**config.mk**
```make
export PLATFORM = sky130hd
export DESIGN_NAME = rpoc_top
export DESIGN_NICKNAME = d
export VERILOG_FILES = /design/src/rtl/rpoc_pkg.sv /design/src/rtl/rpoc_top.sv
export SDC_FILE = /design/constraint.sdc
export NUM_CORES = 1
export LEC_CHECK = 0
export ABC_AREA = 0
export BUFFER_PORTS_ARGS = -buffer_cell sky130_fd_sc_hd__buf_2
export CORE_MARGIN = 4
export CORE_UTILIZATION = 57
export CTS_CLUSTER_SIZE = 16
export DETAILED_ROUTE_END_ITERATION = 10
export PLACE_DENSITY_LB_ADDON = 0.05
export REMOVE_ABC_BUFFERS = 1
export SLEW_MARGIN = 10
export SYNTH_ARGS = -nofsm -noshare
export SYNTH_HDL_FRONTEND = slang
export SYNTH_SLANG_ARGS = --single-unit
export TNS_END_PERCENT = 30
```
**constraint.sdc**
```tcl
create_clock -name pclk -period 3.9 [get_ports pclk]
set_input_delay 0.585 -clock pclk [delete_from_list [all_inputs] [get_ports pclk]]
set_output_delay 0.585 -clock pclk [all_outputs]
set_load 0.02 [all_outputs]
```
**src/rtl/rpoc_pkg.sv**
```systemverilog
/*
  Shared constants and types of the RTC pin output controller:
  timing, register offsets, control layout, reset-output states and block state.
  Assumes a 250 MHz system clock and an APB register bus.
*/
package rpoc_pkg;
  localparam int unsigned CLK_HZ = 250_000_000;
  localparam int unsigned FREQ_FAST_HZ = 32768;
  localparam int unsigned FREQ_MID_HZ = 1024;
  localparam int unsigned FREQ_SLOW_HZ = 1;
  // half periods in pclk cycles, rounded down
  localparam int unsigned HALF_FAST = CLK_HZ / (2 * FREQ_FAST_HZ);
  localparam int unsigned HALF_MID = CLK_HZ / (2 * FREQ_MID_HZ);
  localparam int unsigned HALF_SLOW = CLK_HZ / (2 * FREQ_SLOW_HZ);
  localparam int unsigned RST_REL_MS = 60;
  localparam int unsigned RST_REL_CYC = (CLK_HZ / 1000) * RST_REL_MS;
  localparam int unsigned CNT_W = 27;

  localparam logic [11:0] OFF_CTRL = 12'h000;
  localparam logic [11:0] OFF_STAT = 12'h004;
  localparam logic [11:0] OFF_EVT = 12'h008;
  localparam logic [11:0] OFF_MASK = 12'h00C;
  localparam logic [31:0] CTRL_RST = 32'h0000_0000;

  localparam int unsigned EVT_N = 2;
  localparam int unsigned EVT_W = 5;
  localparam int unsigned EV_RX = 2;
  localparam int unsigned EV_DROP = 3;
  localparam int unsigned EV_RESTORE = 4;
  localparam logic [EVT_W-1:0] EVT_RST = 5'h00;

  localparam logic [1:0] FSEL_FAST = 2'h0;
  localparam logic [1:0] FSEL_MID = 2'h1;
  localparam logic [1:0] FSEL_SLOW = 2'h2;

  localparam logic [2:0] FLAG_WAKE = 3'h0;
  localparam logic [2:0] FLAG_ALARM = 3'h1;
  localparam logic [2:0] FLAG_UPDATE = 3'h2;
  localparam logic [2:0] FLAG_EVENT = 3'h3;
  localparam logic [2:0] FLAG_TCOMP = 3'h4;
  localparam logic [2:0] FLAG_INIT = 3'h5;

  // control register, msb first
  typedef struct packed {
    logic [9:0] rsvd;
    logic spi_out_level;
    logic [3:0] filt_len;
    logic [1:0] pull_dn;
    logic [1:0] pull_up;
    logic [3:0] int_sel;
    logic [2:0] flag_sel;
    logic flag_pol;
    logic safe_input_keep;
    logic safe_output_keep;
    logic wake_on_sqw;
    logic [1:0] fsel;
  } rpoc_ctrl_t;

  typedef enum logic [2:0] {
    RST_HOLD = 3'b001,
    RST_DELAY = 3'b010,
    RST_FREE = 3'b100
  } rpoc_rst_t;

  typedef struct packed {
    rpoc_rst_t rst_st;
    logic [CNT_W-1:0] rst_cnt;
    logic low_s1;
    logic low_s2;
    logic [CNT_W-1:0] sqw_cnt;
    logic sqw_lvl;
    logic foe_s1;
    logic foe_s2;
    logic [2:0] scl_sy;
    logic [2:0] sda_sy;
    logic [3:0] bit_cnt;
    logic [7:0] shreg;
    logic [7:0] rx_byte;
    logic ack;
    logic [EVT_N-1:0] ev_s1;
    logic [EVT_N-1:0] ev_s2;
    logic [EVT_N-1:0] ev_flt;
    logic [EVT_N-1:0][3:0] ev_cnt;
    rpoc_ctrl_t ctrl;
    logic [EVT_W-1:0] evt;
    logic [EVT_W-1:0] mask;
    logic sqw_o;
    logic sqw_oe;
    logic int_oe;
    logic flag_o;
    logic flag_oe;
    logic rst_oe;
    logic so_oe;
    logic sda_oe;
    logic irq;
  } rpoc_st_t;
endpackage

```
**src/rtl/rpoc_top.sv**
```systemverilog
/*
  RTC pin output controller: square wave output, interrupt and flag mirror
  outputs, supply-monitor reset output with release delay, safe-mode pin gating,
  filtered event inputs and a thin two-wire serial receiver, behind APB.
  Assumes internal flags arrive on pclk; pins and supply_low are asynchronous.
*/
// Notes on behaviour
// - square wave at 32.768 kHz, 1024 Hz, 1 Hz
// - square wave pin may carry wake timer flag
// - safe mode without output keep floats outputs
// - safe mode without input keep ignores inputs
// - four-wire data out floats in that case
// - enable pin high drives, low floats wave
// - interrupt pulls low on any selected source
// - flag mirror shows chosen flag, chosen polarity
// - reset low on drop, released 60 ms after supply returns
// - events still detected during safe mode
// - event inputs have pulls and noise filter
// - two-wire bits follow host serial clock
// - without reset function, pin drives low
`timescale 1ns/10ps
`default_nettype none
module rpoc_top #(
  parameter int unsigned HALF_FAST = rpoc_pkg::HALF_FAST,
  parameter int unsigned HALF_MID = rpoc_pkg::HALF_MID,
  parameter int unsigned HALF_SLOW = rpoc_pkg::HALF_SLOW,
  parameter int unsigned RST_REL_CYC = rpoc_pkg::RST_REL_CYC,
  parameter bit HAS_RESET_OUT = 1'b1,
  parameter bit HAS_ENABLE_PIN = 1'b1,
  parameter bit FOUR_WIRE = 1'b0
) (
  input wire logic pclk,
  input wire logic presetn,
  input wire logic psel,
  input wire logic penable,
  input wire logic pwrite,
  input wire logic [11:0] paddr,
  input wire logic [31:0] pwdata,
  output logic [31:0] prdata,
  output logic pready,
  output logic pslverr,
  input wire logic wake_timer_flag,
  input wire logic alarm_flag,
  input wire logic update_flag,
  input wire logic tempcomp_stall_flag,
  input wire logic init_needed_flag,
  input wire logic supply_low,
  input wire logic square_wave_enable_pin,
  output logic square_wave_output_o,
  output logic square_wave_output_oe,
  output logic int_n_o,
  output logic int_n_oe,
  output logic flag_mirror_output_o,
  output logic flag_mirror_output_oe,
  output logic rst_n_o,
  output logic rst_n_oe,
  input wire logic [rpoc_pkg::EVT_N-1:0] event_trigger_input,
  output logic [rpoc_pkg::EVT_N-1:0] evt_pull_up_en,
  output logic [rpoc_pkg::EVT_N-1:0] evt_pull_dn_en,
  input wire logic ser_clk,
  input wire logic ser_data_i,
  output logic ser_data_o,
  output logic ser_data_oe,
  output logic spi_serial_out_o,
  output logic spi_serial_out_oe,
  output logic irq
);
  rpoc_pkg::rpoc_st_t st_reg;
  rpoc_pkg::rpoc_st_t st_next;

  function automatic logic [rpoc_pkg::CNT_W-1:0] half_of(input logic [1:0] fs);
    logic [rpoc_pkg::CNT_W-1:0] h;
    h = rpoc_pkg::CNT_W'(HALF_FAST - 1);
    if (fs == rpoc_pkg::FSEL_MID)
      h = rpoc_pkg::CNT_W'(HALF_MID - 1);
    else if (fs == rpoc_pkg::FSEL_SLOW)
      h = rpoc_pkg::CNT_W'(HALF_SLOW - 1);
    return h;
  endfunction

  // ************************************************************
  // APB decode
  // ************************************************************
  logic acc;
  logic hit;
  logic wr;
  logic [31:0] stat_word;

  assign acc = psel & penable;
  assign hit = (paddr == rpoc_pkg::OFF_CTRL) | (paddr == rpoc_pkg::OFF_STAT) |
               (paddr == rpoc_pkg::OFF_EVT) | (paddr == rpoc_pkg::OFF_MASK);
  assign wr = acc & pwrite & hit;
  assign pready = psel & penable;
  assign pslverr = acc & ~hit;
  assign stat_word = {st_reg.rx_byte, 18'h00000, st_reg.ev_flt, st_reg.flag_o,
                      st_reg.int_oe, st_reg.sqw_lvl, st_reg.rst_st != rpoc_pkg::RST_FREE};

  always_comb
  begin
    prdata = 32'h0000_0000;
    if (!acc || pwrite)
      prdata = 32'h0000_0000;
    else if (paddr == rpoc_pkg::OFF_CTRL)
      prdata = {10'h000, st_reg.ctrl[21:0]};
    else if (paddr == rpoc_pkg::OFF_STAT)
      prdata = stat_word;
    else if (paddr == rpoc_pkg::OFF_EVT)
      prdata = {27'h0000000, st_reg.evt};
    else if (paddr == rpoc_pkg::OFF_MASK)
      prdata = {27'h0000000, st_reg.mask};
  end

  // ************************************************************
  // next state
  // ************************************************************
  logic safe;
  logic in_ign;
  logic out_off;
  logic scl_rise;
  logic scl_fall;
  logic start_c;
  logic stop_c;
  logic enable_pin;
  logic int_any;
  logic sel_flag;
  logic event_flag;
  logic [rpoc_pkg::EVT_W-1:0] ev_set;
  logic [rpoc_pkg::EVT_W-1:0] ev_clr;

  always_comb
  begin
    st_next = st_reg;
    ev_set = '0;
    ev_clr = '0;
    safe = st_reg.rst_st != rpoc_pkg::RST_FREE;
    in_ign = safe & ~st_reg.ctrl.safe_input_keep;
    out_off = safe & ~st_reg.ctrl.safe_output_keep;

    // synchronisers; first stages feed only the second
    st_next.low_s1 = supply_low;
    st_next.low_s2 = st_reg.low_s1;
    st_next.foe_s1 = square_wave_enable_pin;
    st_next.foe_s2 = st_reg.foe_s1;
    st_next.scl_sy = {st_reg.scl_sy[1:0], ser_clk};
    st_next.sda_sy = {st_reg.sda_sy[1:0], ser_data_i};
    st_next.ev_s1 = event_trigger_input;
    st_next.ev_s2 = st_reg.ev_s1;

    // supply monitor and reset output hold
    case (st_reg.rst_st)
      rpoc_pkg::RST_HOLD:
      begin
        st_next.rst_cnt = '0;
        if (!st_reg.low_s2)
          st_next.rst_st = rpoc_pkg::RST_DELAY;
      end
      rpoc_pkg::RST_DELAY:
      begin
        st_next.rst_cnt = st_reg.rst_cnt + 1'b1;
        if (st_reg.low_s2)
          st_next.rst_st = rpoc_pkg::RST_HOLD;
        else if (st_reg.rst_cnt == rpoc_pkg::CNT_W'(RST_REL_CYC - 1))
        begin
          st_next.rst_st = rpoc_pkg::RST_FREE;
          ev_set[rpoc_pkg::EV_RESTORE] = 1'b1;
        end
      end
      rpoc_pkg::RST_FREE:
      begin
        if (st_reg.low_s2)
        begin
          st_next.rst_st = rpoc_pkg::RST_HOLD;
          ev_set[rpoc_pkg::EV_DROP] = 1'b1;
        end
      end
      default:
        st_next.rst_st = rpoc_pkg::RST_HOLD;
    endcase

    // square wave generator
    if (st_reg.sqw_cnt >= half_of(st_reg.ctrl.fsel))
    begin
      st_next.sqw_cnt = '0;
      st_next.sqw_lvl = ~st_reg.sqw_lvl;
    end
    else
      st_next.sqw_cnt = st_reg.sqw_cnt + 1'b1;
    if (st_reg.ctrl.fsel == 2'h3)
      st_next.sqw_lvl = 1'b0;

    // event inputs: filter then rising edge, never gated by safe mode
    for (int i = 0; i < rpoc_pkg::EVT_N; i++)
    begin
      if (st_reg.ev_s2[i] == st_reg.ev_flt[i])
        st_next.ev_cnt[i] = 4'h0;
      else if (st_reg.ev_cnt[i] >= st_reg.ctrl.filt_len)
      begin
        st_next.ev_cnt[i] = 4'h0;
        st_next.ev_flt[i] = st_reg.ev_s2[i];
        ev_set[i] = st_reg.ev_s2[i];
      end
      else
        st_next.ev_cnt[i] = st_reg.ev_cnt[i] + 4'h1;
    end

    // two-wire receiver clocked by the host's serial clock edges
    scl_rise = st_reg.scl_sy[1] & ~st_reg.scl_sy[2];
    scl_fall = ~st_reg.scl_sy[1] & st_reg.scl_sy[2];
    start_c = st_reg.scl_sy[1] & ~st_reg.sda_sy[1] & st_reg.sda_sy[2];
    stop_c = st_reg.scl_sy[1] & st_reg.sda_sy[1] & ~st_reg.sda_sy[2];
    if (in_ign || start_c || stop_c)
    begin
      st_next.bit_cnt = 4'h0;
      st_next.ack = 1'b0;
    end
    else if (scl_rise && st_reg.bit_cnt < 4'h8)
    begin
      st_next.shreg = {st_reg.shreg[6:0], st_reg.sda_sy[1]};
      st_next.bit_cnt = st_reg.bit_cnt + 4'h1;
    end
    else if (scl_fall && st_reg.bit_cnt == 4'h8)
    begin
      if (!st_reg.ack)
      begin
        st_next.ack = 1'b1;
        st_next.rx_byte = st_reg.shreg;
        ev_set[rpoc_pkg::EV_RX] = 1'b1;
      end
      else
      begin
        st_next.ack = 1'b0;
        st_next.bit_cnt = 4'h0;
      end
    end
    st_next.sda_oe = st_next.ack & ~in_ign;

    // registers; a set in the clearing cycle wins
    if (wr && paddr == rpoc_pkg::OFF_CTRL)
      st_next.ctrl = rpoc_pkg::rpoc_ctrl_t'({10'h000, pwdata[21:0]});
    if (wr && paddr == rpoc_pkg::OFF_EVT)
      ev_clr = pwdata[rpoc_pkg::EVT_W-1:0];
    if (wr && paddr == rpoc_pkg::OFF_MASK)
      st_next.mask = pwdata[rpoc_pkg::EVT_W-1:0];
    st_next.evt = (st_reg.evt & ~ev_clr) | ev_set;
    st_next.irq = |(st_reg.evt & st_reg.mask);

    // pin drivers
    event_flag = |st_reg.evt[rpoc_pkg::EVT_N-1:0];
    enable_pin = HAS_ENABLE_PIN ? (st_reg.foe_s2 & ~in_ign) : 1'b1;
    st_next.sqw_o = st_reg.ctrl.wake_on_sqw ? wake_timer_flag : st_reg.sqw_lvl;
    st_next.sqw_oe = enable_pin & ~out_off;
    int_any = (st_reg.ctrl.int_sel[0] & wake_timer_flag) |
              (st_reg.ctrl.int_sel[1] & update_flag) |
              (st_reg.ctrl.int_sel[2] & alarm_flag) |
              (st_reg.ctrl.int_sel[3] & event_flag);
    st_next.int_oe = int_any & ~out_off;
    case (st_reg.ctrl.flag_sel)
      rpoc_pkg::FLAG_WAKE: sel_flag = wake_timer_flag;
      rpoc_pkg::FLAG_ALARM: sel_flag = alarm_flag;
      rpoc_pkg::FLAG_UPDATE: sel_flag = update_flag;
      rpoc_pkg::FLAG_EVENT: sel_flag = event_flag;
      rpoc_pkg::FLAG_TCOMP: sel_flag = tempcomp_stall_flag;
      rpoc_pkg::FLAG_INIT: sel_flag = init_needed_flag;
      default: sel_flag = 1'b0;
    endcase
    st_next.flag_o = sel_flag ^ st_reg.ctrl.flag_pol;
    st_next.flag_oe = ~out_off;
    st_next.rst_oe = HAS_RESET_OUT ? safe : 1'b1;
    st_next.so_oe = FOUR_WIRE & ~in_ign;
  end

  // ************************************************************
  // state register
  // ************************************************************
  always_ff @(posedge pclk or negedge presetn)
  begin
    if (!presetn)
    begin
      st_reg <= '0;
      st_reg.rst_st <= rpoc_pkg::RST_HOLD;
      st_reg.ctrl <= rpoc_pkg::CTRL_RST;
      st_reg.evt <= rpoc_pkg::EVT_RST;
      st_reg.rst_oe <= 1'b1;
    end
    else
      st_reg <= st_next;
  end

  assign square_wave_output_o = st_reg.sqw_o;
  assign square_wave_output_oe = st_reg.sqw_oe;
  assign int_n_o = 1'b0;
  assign int_n_oe = st_reg.int_oe;
  assign flag_mirror_output_o = st_reg.flag_o;
  assign flag_mirror_output_oe = st_reg.flag_oe;
  assign rst_n_o = 1'b0;
  assign rst_n_oe = st_reg.rst_oe;
  assign evt_pull_up_en = st_reg.ctrl.pull_up;
  assign evt_pull_dn_en = st_reg.ctrl.pull_dn & ~st_reg.ctrl.pull_up;
  assign ser_data_o = 1'b0;
  assign ser_data_oe = st_reg.sda_oe;
  assign spi_serial_out_o = st_reg.ctrl.spi_out_level;
  assign spi_serial_out_oe = st_reg.so_oe;
  assign irq = st_reg.irq;
endmodule
`default_nettype wire

```
* Yosys cells after proc, flatten, opt, wreduce, memory -nomap -nowiden *
Cells that the tools add are included.

word-level totals
  output and inout port bits = 51
  input port bits = 60
  bits in registers = 143
  word-level logic and storage cells = 186

cells by class
  order comparisons = 4
  reductions and logical operators = 23
  add/subtract/negate cells = 5
  muxes and demuxes = 43
  eq/ne operators = 22
  bitwise logic cells = 48

operators by type and width
  cell                                                    count
  2-to-1 mux 32 bit                                       3
  2-to-1 mux 27 bit                                       3
  adder 27 x 1 -> 27 bit (second input constant)          2
  case mux 27 bit (2 select lines)                        1
  2-to-1 mux 4 bit                                        8
  equality test 27 x 24 -> 1 bit (second input constant)  1
  greater-or-equal comparator 27 bit                      1
  equality test 12 x 4 -> 1 bit (second input constant)   2
  AND 1 bit                                               20
  2-to-1 mux 1 bit                                        19
  2-to-1 mux 5 bit                                        3
  inverter 1 bit                                          15
  adder 4 x 1 -> 4 bit (second input constant)            3
  equality test 12 x 3 -> 1 bit (second input constant)   1
  zero test 12 bit                                        1
  2-to-1 mux 3 bit                                        4
  AND 5 bit                                               2
  equality test 3 x 2 -> 1 bit (second input constant)    3
  equality test 3 bit (second input constant)             3
  case mux 3 bit (3 select lines)                         1
  greater-or-equal comparator 4 bit                       2
  AND reduction 2 bit                                     4
  equality test 3 x 1 -> 1 bit (second input constant)    2
  != test 3 bit (second input constant)                   2
  other kinds (23)                                        39

* Logic depth before layout (Yosys ltp) *
Gate-level depths: netlist of the first run.

  depth after elaboration = 10
  depth in mapped cells = 12
  depth with buffers taken out = 10

* Worst setup path after synthesis of the first run *
OpenSTA, ideal clock, no wires.

  kind = input port to output port
  from = input paddr[7]
  to = output prdata[0]
  cell stages on the path = 4
  buffers on the path = 0
  data arrival time = 2.746 ns
  required time = 3.315 ns
  slack = 0.569 ns
  cells stage by stage = or4_1 nor4_2 nand2_1 a2111oi_0

between the ends
  longest elaborated chain between the ends = 6
  elaborated cells on any way between the ends = 9
  those cells by class = 3 x eq/ne; 5 x mux; 1 x reduce/logical

ends and longest elaborated chain
  item                           line             source
  start: declaration             rpoc_top.sv:37   input wire logic [11:0] paddr,
  equality test 12 x 4 -> 1 bit  rpoc_top.sv:109  else if (paddr == rpoc_pkg::OFF_MASK)
  2-to-1 mux 5 bit               rpoc_top.sv:109
  2-to-1 mux 5 bit               rpoc_top.sv:107  else if (paddr == rpoc_pkg::OFF_EVT)
  2-to-1 mux 32 bit              rpoc_top.sv:105  else if (paddr == rpoc_pkg::OFF_STAT)
  2-to-1 mux 32 bit (*)          rpoc_top.sv:103  else if (paddr == rpoc_pkg::OFF_CTRL)
  2-to-1 mux 32 bit (*)          rpoc_top.sv:101  if (!acc || pwrite)
  end: declaration               rpoc_top.sv:39   output logic [31:0] prdata,

Mark *: on every way between the ends. The rest lies on a longest branch, timed or not.

* Worst setup path after layout of the first run *
  from = input paddr[7]
  to = output prdata[30]

between the ends
  longest elaborated chain between the ends = 4
  elaborated cells on any way between the ends = 5
  those cells by class = 1 x eq/ne; 3 x mux; 1 x reduce/logical

ends and longest elaborated chain
  item                           line
  equality test 12 x 3 -> 1 bit  rpoc_top.sv:105
  2-to-1 mux 32 bit              rpoc_top.sv:105
  2-to-1 mux 32 bit (*)          rpoc_top.sv:103
  2-to-1 mux 32 bit (*)          rpoc_top.sv:101

Marked as above.

==> flow_metrics.py, run 1 <==
metrics = {
    "cells_and_area": {
        "drive_above_1_share": 0.2343,
        "synthToLayoutAreaGrowth_pct": 17.30,
        "finalNetCount": 877,
        "largest_reg_flops": 124,
        "n_antenna_cell": 0,
        "postLayoutCoreUtil": 0.6894,
        "final_common_cell": "dfrtp_1",
        "final_cell_mix": "dfrtp_1, buf_2, nor2_1",
    },
    "synth": {
        "synth_top_family_by_area": "simple AND/OR/NAND/NOR gates",
        "synth-async-reset-ratio": 1.000,
        "ys_types": 53,
        "synthMuxAreaShare": 0.09070,
        "ys.flop_type": "dfrtp_1",
        "synth.avg_cell_area_um2": 10.51,
        "synth_edf_count": 0,
        "ys_seq_area_frac": 0.5031,
        "yosys_register_bits": 143,
        "synthXorXnorAreaFrac": 0.04307,
        "synth_compound_area_frac": 0.08771,
        "synth_cells": 677,
        "synth_simple_gate_area_frac": 0.1807,
        "synthAdderAreaFrac": 0.06328,
        "yosys_warnings": 0,
        "syn-cell-area_mm2": 0.007118,
    },
    "floorplan": {
        "ios": 111,
        "core-area_mm2": 0.01211,
        "die_w_um": 119.8,
        "rows": 40,
        "fp.dieH_um": 119.8,
        "start_util": 0.5877,
        "die-area_mm2": 0.01434,
    },
    "clock_tree": {
        "ctsResizeCount": 0,
        "cts.sinks": 143,
        "ctsHoldBuffers": 0,
        "numCtsBuffers": 17,
        "clock-root-buffer": "clkbuf_16",
        "htreeDepth": 4,
        "cts_tree": "built",
        "clk_pin_slew_ps": 60,
        "clock_latency_ps": 420,
        "clk_path_buf_depth": 2,
        "cts_setup_buffers": 0,
    },
    "critical_path": {
        "cpMaxStageDelayCell": "or4_1",
        "crit_top_cell": "buf_2",
        "timing.rr.end": "st_reg[115]",
        "rr_worst_depth": 11,
        "cp_cell_sequence": "buf_2, or4_1, nor4_2, nand2_1, nor2_1, and2_1, buf_2",
        "cp.arrival_ps": 2540,
        "cp_data_required_time_ps": 3310,
        "cp-end-kind": "output port",
        "r2r-start": "st_reg[19]",
        "cp_max_fo": 8,
        "worst-r2r-setup-slack_ps": 940,
        "worst-setup-path-type": "input port to output port",
        "start_kind": "input port",
        "cpPeakStageDelay_ps": 540,
    },
    "status": {
        "outcome": "complete, no violations",
    },
    "timing": {
        "fmax_mhz": 319.9,
        "finalCritPeriodShare": 0.8016,
        "hold_violations": 0,
        "holdWs_ps": 200.6,
        "setup_viol_count_final": 0,
        "tightest_slew_ps": 925.9,
        "fin_setup_tns_ps": 0,
        "rsz0062_at_grt": "no",
        "skew_ps": 6.226,
        "final-max-slew-violation-count": 0,
        "slew_headroom": 0.3776,
        "min_period_ps": 3126,
    },
    "global_routing": {
        "grt.overflow.total": 0,
        "grt_usage": 0.2176,
        "grt_max_degree": 89,
        "antenna_found_initial": 1,
        "grt_pass1_vias": 5322,
        "grt_pass1_wl_um": 25400,
    },
    "worst_hold_path": {
        "hold_class": "input port to asynchronous set/reset pin",
    },
    "power_and_ir_drop": {
        "powerDensity_mw_per_mm2": 387.6,
        "p_leak_nw": 4.249,
        "peakVddDrop_v": 0.0004258,
    },
    "routing": {
        "antenna_left": 0,
        "viasPerCell": 5.495,
        "drt_pass1_iterations": 5,
        "remaining_drc_errors": 0,
        "wirelength_um": 14750,
        "drtIter0Drc": 270,
        "wire_per_inst_um": 15.34,
        "vias": 5286,
    },
    "flow_run": {
        "drv_cap": 0,
    },
    "placement": {
        "port_buffers": 94,
        "dp_hpwl_um": 10580,
        "gp_congestion": 0.8128,
    },
}
## synthesized netlist by cell type, drive strengths merged, types with 16 or more instances
| library cell | n | area, um^2 |
|---|---|---|
| nand3 | 29 | 145.1 |
| a21oi | 16 | 80.08 |
| and2 | 23 | 143.9 |
| ha | 36 | 450.4 |
| o21ai | 40 | 200.2 |
| mux2 | 42 | 473.0 |
| inv | 26 | 97.59 |
| nor2 | 72 | 270.3 |
| nand2 | 51 | 191.4 |
| xor2 | 16 | 140.1 |
| and3 | 17 | 106.4 |
| dfrtp | 141 | 3528 |
| xnor2 | 19 | 166.4 |
## worst max path at each step
stage / to / slack (ps) / startpoint
4_1_cts: prdata[30] / 750 / paddr[7]
3_3_place_gp: prdata[30] / 820 / paddr[7]
6_report: prdata[30] / 770 / paddr[7]
2_1_floorplan: prdata[0] / 570 / paddr[7]
3_5_place_dp: prdata[30] / 770 / paddr[7]
5_1_grt: prdata[30] / 660 / paddr[7]
## report_power, final
part | leakage (nW) | internal (mW) | switching [mW] | total (mW)
clock | 0.285 | 0.900 | 0.678 | 1.58
sequential | 1.90 | 1.50 | 0.0163 | 1.52
combinational | 2.06 | 0.0468 | 0.0913 | 0.138
## critical path, delay by kind of cell
kind	cells	cell delay (ps)
and+or+nand+nor	5	1690
buffers and inverters	2	270
## cell type report
type / count / area, um^2
clock buffers: 17 / 425.4
clock inverters: 15 / 147.6
fillers: 961 / 3762
inverters: 26 / 97.59
multi-input cells: 489 / 3336
flip-flops and latches: 143 / 3581
well taps: 168 / 210.2
repair buffers: 104 / 551.8
## kinds of logic (layout without fill, tap and decap cells)
| logic type | Yosys count | after routing |
|---|---|---|
| simple gates | 254 | 254 |
| flops | 143 | 143 |
| xor+xnor | 35 | 35 |
| other cells | 1 | 6 |
| buf+inv | 50 | 162 |
| mux | 58 | 58 |
| fa+ha+maj | 36 | 36 |
| compound gates | 100 | 100 |
## metrics by stage
stage               setup WS, ps  instance area [um^2]  power, mW  instances
CTS                        754.4                  8349      3.269        962
global route               663.2                  8349      3.370        962
global placement           820.2                  7776      1.682        930
floorplan                  568.6                  7014      1.603        658
finish                     773.9                  8349      3.236        962
detailed placement         765.8                  7776      1.688        930
## layer usage
layer | vias to the layer above | part of all wire | global-route usage
li1 | 2583 | - | -
met1 | 2575 | 0.45 | 0.2869
met2 | 109 | 0.48 | 0.3510
met3 | 17 | 0.057 | 0.07257
met4 | 2 | 0.010 | 0.05225
met5 | - | 0.00047 | 0
No activity file was read; power rests on OpenSTA's default activity.
==> run 2: changes to the inputs <==
Settings changed: ABC_AREA 0 to 1, CORE_UTILIZATION 57 to 58.
Clock period 3.9 ns to 3.05 ns, I/O delays scaled along.
==> run 2 against run 1 <==
Combinational power grew 48%. Global-route usage grew 1.9 points. Final area grew 11%. Highest routed layer is now met4. Critical path type is now register to register. Clock skew grew 2.7 ps. Flip-flop and latch count is the same. Synthesized cell count grew 48%. Final cell count grew 34%. Total power grew 33%. Core utilization shrank 0.11 points. Via count grew 27%. Sequential share of layout area shrank 4.2 points.
==> flow_metrics.py, run 2 <==
metrics = {
    "critical_path": {
        "cp-end-kind": "register",
        "cpMaxStageDelayCell": "dfrtp_1",
        "worst-r2r-setup-slack_ps": 440,
        "cp_data_required_time_ps": 3420,
        "cpPeakStageDelay_ps": 410,
        "worst-setup-path-type": "register to register",
        "cp.arrival_ps": 2980,
        "start_kind": "register",
        "path_buf_inv": 2,
        "r2r-start": "st_reg[19]",
        "cp_cell_sequence": "inv_1, ha_1, inv_1, ha_1, nand3_1, nor2_1, nand3_1, a21oi_1, nor2_4, nand2_4, nand3_1, nand2_1",
        "cp_max_fo": 26,
        "crit_family": "simple AND/OR/NAND/NOR gates",
        "crit_top_cell": "nand3_1",
        "crit_path_start": "st_reg[19]",
    },
    "clock_tree": {
        "clk_pin_slew_ps": 60,
        "cts.sinks": 143,
        "numCtsBuffers": 17,
        "cts_tree": "built",
        "cts_setup_buffers": 0,
        "ctsHoldBuffers": 0,
        "htreeDepth": 4,
        "ctsResizeCount": 0,
        "clock-root-buffer": "clkbuf_16",
        "clock_latency_ps": 430,
        "clk_path_buf_depth": 2,
    },
    "power_and_ir_drop": {
        "p_leak_nw": 4.520,
        "peakVddDrop_v": 0.0004449,
        "powerDensity_mw_per_mm2": 464.7,
    },
    "timing": {
        "slew_headroom": 0.2724,
        "skew_ps": 8.885,
        "min_period_ps": 2611,
        "hold_violations": 0,
        "rsz0062_at_grt": "no",
        "fmax_mhz": 383.0,
        "tightest_slew_ps": 1087,
        "final-max-slew-violation-count": 0,
        "worst_slack_ps": 438.7,
        "setup_viol_count_final": 0,
        "finalCritPeriodShare": 0.8562,
        "fin_setup_tns_ps": 0,
    },
    "routing": {
        "wirelength_um": 18270,
        "drtIter0Drc": 480,
        "drt_pass1_iterations": 6,
        "viasPerCell": 5.193,
        "wire_per_inst_um": 14.19,
        "remaining_drc_errors": 0,
        "antenna_left": 0,
        "vias": 6688,
    },
    "cells_and_area": {
        "drive_above_1_share": 0.1646,
        "n_antenna_cell": 0,
        "final_cell_mix": "nand2_1, inv_1, dfrtp_1",
        "finalNetCount": 1195,
        "final_common_cell": "nand2_1",
        "synthToLayoutAreaGrowth_pct": 14.64,
        "largest_reg_flops": 124,
        "fin_cells": 1288,
        "num-fill-cells": 1161,
    },
    "synth": {
        "syn-cell-area_mm2": 0.008076,
        "ys_types": 55,
        "yosys_warnings": 0,
        "synth.avg_cell_area_um2": 8.068,
        "yosys_register_bits": 143,
        "synth_edf_count": 0,
        "synth_cells": 1001,
        "ys_seq_area_frac": 0.4434,
        "synth.area.top_cells": "dfrtp_1, nand2_1, inv_1",
        "synth.most_common_cell": "nand2_1",
        "synth_top_area_frac": 0.4369,
        "ys.flop_type": "dfrtp_1",
        "ys_top_cells_by_count": "nand2_1, inv_1, dfrtp_1",
        "synth-async-reset-ratio": 1.000,
        "yosys.area.top_type": "dfrtp_1",
    },
    "floorplan": {
        "die_w_um": 126.0,
        "start_util": 0.6004,
        "core-area_mm2": 0.01345,
        "fp.dieH_um": 126.0,
        "ios": 111,
        "rows": 42,
        "die-area_mm2": 0.01588,
    },
    "placement": {
        "dp_slack_ps": 402.8,
        "dp_hpwl_um": 13080,
        "place_inst": 1256,
        "port_buffers": 94,
        "gp_congestion": 0.8925,
    },
    "global_routing": {
        "grt_max_degree": 70,
        "grt_pass1_wl_um": 30620,
        "grt_usage": 0.2368,
        "grt.overflow.total": 0,
        "grt_pass1_vias": 6405,
        "antenna_found_initial": 0,
    },
    "flow_run": {
        "drv_cap": 0,
    },
    "status": {
        "outcome": "complete, no violations",
    },
    "worst_hold_path": {
        "hold_class": "input port to asynchronous set/reset pin",
    },
}
-- run 2: changes by cell type after synthesis, moves of 23 or more --
cell,delta
and2_1,-23
inv_1,+119
mux2_2,-42
nand2_1,+165
nor2_1,+39
-- run 2: metal layers --
| metal | global-route usage | part of all wire | wire length [um] |
|---|---|---|---|
| met4 | 0.06120 | 0.011 | 192 |
| met5 | 0 | 0 | 0 |
| met3 | 0.05631 | 0.040 | 739 |
| met2 | 0.3812 | 0.49 | 8884 |
| met1 | 0.3253 | 0.46 | 8455 |
-- run 2: path summary, 6_finish.rpt --
kind,end,cells past startpoint
min,st_reg[108],1
max,st_reg[94],12
max in group asynchronous,st_reg[57],2
min reg2reg,st_reg[92],0
min in group pclk,st_next[87],1
max reg2reg,st_reg[94],12
-- run 2: logic make-up after synthesis --
family,count (synthesis),synth area share
flops,143,0.4434
other cells,1,0.0004643
compound gates,137,0.09822
simple gates,483,0.2806
fa+ha+maj,36,0.05577
xor+xnor,26,0.02819
buf+inv,175,0.09342
-- run 2: layout make-up --
class / count / area (um^2) / share of cell area
sequential: 143 / 3581 / 0.3868
tap: 176 / 220.2 / 0.02378
multi-input combinational: 688 / 3760 / 0.4061
timing repair buffer: 98 / 519.2 / 0.05608
clock buffer: 19 / 432.9 / 0.04676
inverter: 151 / 566.8 / 0.06122
clock inverter: 13 / 178.9 / 0.01932
-- run 2: power breakdown --
group	total [mW]	switching, mW	internal [mW]
Combinational	0.204	0.148	0.0559
Sequential	1.93	0.0148	1.92
Clock	2.16	0.856	1.31
Total	4.30	1.02	3.28
-- run 2: stage by stage --
step	power (mW)	util	hold slack (ps)	cell area (um^2)
finish	4.302	0.6882	21.76	9259
CTS	4.334	0.6882	48.81	9259
floorplan	2.058	-	161.9	7908
detailed placement	2.175	0.6428	337.0	8647
global route	4.455	0.6882	70.48	9259
global placement	2.174	0.6428	333.7	8647
==> run 3: changes to the inputs <==
Settings changed: CORE_MARGIN 4 to default, SKIP_CTS_REPAIR_TIMING from default to 1.
==> run 3 against run 2 <==
Worst hold slack gained 2.9 ps. Largest power group unchanged. Final cell count grew 0.16%. Die area shrank 9.3%. Clock-buffer cell count shrank 1. First-iteration DRC count shrank 21%. Sequential share of layout area grew 0.12 points. Global-route usage grew 3.0 points. Highest routed layer unchanged. Largest cell class unchanged. Register-to-register slack lost 70 ps. Wire length shrank 1.5%.
==> flow_metrics.py, run 3 (synthesized netlist as in run 2, its figures left out) <==
metrics = {
    "timing": {
        "skew_ps": 9.430,
        "final-max-slew-violation-count": 0,
        "rsz0062_at_grt": "no",
        "tightest_slew_ps": 606.3,
        "holdWs_ps": 24.65,
        "fin_setup_tns_ps": 0,
        "hold_violations": 0,
        "fmax_mhz": 372.4,
        "finalCritPeriodShare": 0.8804,
        "min_period_ps": 2685,
        "setup_viol_count_final": 0,
        "slew_headroom": 0.5958,
    },
    "floorplan": {
        "die_w_um": 120.0,
        "core-area_mm2": 0.01340,
        "rows": 42,
        "die-area_mm2": 0.01440,
        "ios": 111,
        "fp.dieH_um": 120.0,
        "start_util": 0.6027,
    },
    "cells_and_area": {
        "drive_above_1_share": 0.1679,
        "final_common_cell": "nand2_1",
        "synthToLayoutAreaGrowth_pct": 14.30,
        "fin_cells": 1290,
        "n_antenna_cell": 0,
        "finalNetCount": 1197,
        "final_cell_mix": "nand2_1, inv_1, dfrtp_1",
        "num-fill-cells": 1192,
        "largest_reg_flops": 124,
    },
    "critical_path": {
        "crit_top_cell": "nand3_1",
        "cp_max_fo": 26,
        "cp.arrival_ps": 3050,
        "start_kind": "register",
        "cp_cell_sequence": "inv_1, ha_1, inv_1, ha_1, nand3_1, nor2_1, nand3_1, a21oi_1, nor2_4, nand2_4, nand3_1, nand2_1",
        "cp_data_required_time_ps": 3410,
        "cpPeakStageDelay_ps": 420,
        "cpMaxStageDelayCell": "ha_1",
        "worst-setup-path-type": "register to register",
        "cp-end-kind": "register",
    },
    "routing": {
        "vias": 6783,
        "drtIter0Drc": 380,
        "wire_per_inst_um": 13.94,
        "drt_pass1_iterations": 5,
        "wirelength_um": 17990,
        "antenna_left": 0,
        "viasPerCell": 5.258,
        "remaining_drc_errors": 0,
    },
    "clock_tree": {
        "clk_pin_slew_ps": 60,
        "cts_tree": "built",
        "htreeDepth": 4,
        "clk_path_buf_depth": 2,
        "cts.sinks": 143,
        "numCtsBuffers": 17,
        "clock-root-buffer": "clkbuf_16",
        "clock_latency_ps": 420,
    },
    "placement": {
        "place_inst": 1258,
        "port_buffers": 94,
        "dp_hpwl_um": 12840,
        "gp_congestion": 0.9095,
    },
    "global_routing": {
        "grt.overflow.total": 0,
        "antenna_found_initial": 0,
        "grt_pass1_vias": 6629,
        "grt_pass1_wl_um": 30360,
        "grt_max_degree": 66,
        "grt_usage": 0.2668,
    },
    "power_and_ir_drop": {
        "p_leak_nw": 4.505,
        "powerDensity_mw_per_mm2": 449.1,
        "peakVddDrop_v": 0.0005865,
    },
    "status": {
        "outcome": "complete, no violations",
    },
    "worst_hold_path": {
        "hold_class": "input port to asynchronous set/reset pin",
    },
    "flow_run": {
        "drv_cap": 0,
    },
}
run 3: changes by cell type in the layout (fill, tap and decap cells not counted):
cell | before | now
inv_6 | 5 | 3
clkinv_4 | 3 | 2
clkbuf_8 | 0 | 1
buf_4 | 3 | 5
clkbuf_1 | 2 | 0
clkinv_2 | 0 | 3
bufinv_16 | 3 | 1
clkinvlp_4 | 1 | 4
run 3: final cells by class:
class / count / area (um^2) / share of cell area
Timing Repair Buffer: 100 / 534.3 / 0.05787
Sequential cell: 143 / 3581 / 0.3879
Tap cell: 176 / 220.2 / 0.02385
Multi-Input combinational cell: 688 / 3760 / 0.4073
Inverter: 151 / 566.8 / 0.06140
Clock buffer: 18 / 439.2 / 0.04757
Clock inverter: 14 / 130.1 / 0.01410
run 3: path summary, 6_finish.rpt:
check                                 start           endpoint  slack (ps)  cells past startpoint
worst min-delay path                presetn        st_reg[121]          20                      1
worst max-delay path             st_reg[19]         st_reg[94]         360                     12
min in group pclk                supply_low       st_next[122]         130                      1
max in group asynchronous           presetn  evt_pull_up_en[0]        2180                      2
worst min register to register  st_next[90]        st_next[91]         350                      0
worst max register to register   st_reg[19]         st_reg[94]         360                     12
run 3: power by group:
| group | total (mW) | switching [mW] | internal (mW) |
|---|---|---|---|
| registers | 1.93 | 0.0149 | 1.92 |
| clock network | 2.01 | 0.853 | 1.15 |
| logic | 0.206 | 0.150 | 0.0558 |
| total | 4.15 | 1.02 | 3.13 |
run 3: stage by stage:
step           total power [mW]  utilization  instance area [um^2]  setup WS (ps)
2_1_floorplan             2.058            -                  7908          682.9
3_3_place_gp              2.174       0.6464                  8662          427.3
3_5_place_dp              2.175       0.6464                  8662          378.2
4_1_cts                   4.171       0.6889                  9231          344.5
5_1_grt                   4.283       0.6889                  9231          124.7
6_report                  4.145       0.6889                  9231          364.7
run 3: critical path, delay by kind of cell, from the launching register on:
family                     cells  cell delay [ps]
AOI/OAI and AO/OA              1              280
adders and majority gates      2              650
buffers and inverters          2              370
DFF                            1              410
and+or+nand+nor                7              920
run 3: metal layers:
| metal | vias up | wire length (um) | global-route usage |
|---|---|---|---|
| li1 | 3427 | - | - |
| met4 | 0 | 344 | 0.09297 |
| met1 | 3187 | 8304 | 0.3479 |
| met5 | - | 0 | 0 |
| met3 | 33 | 648 | 0.05133 |
| met2 | 136 | 8692 | 0.4432 |
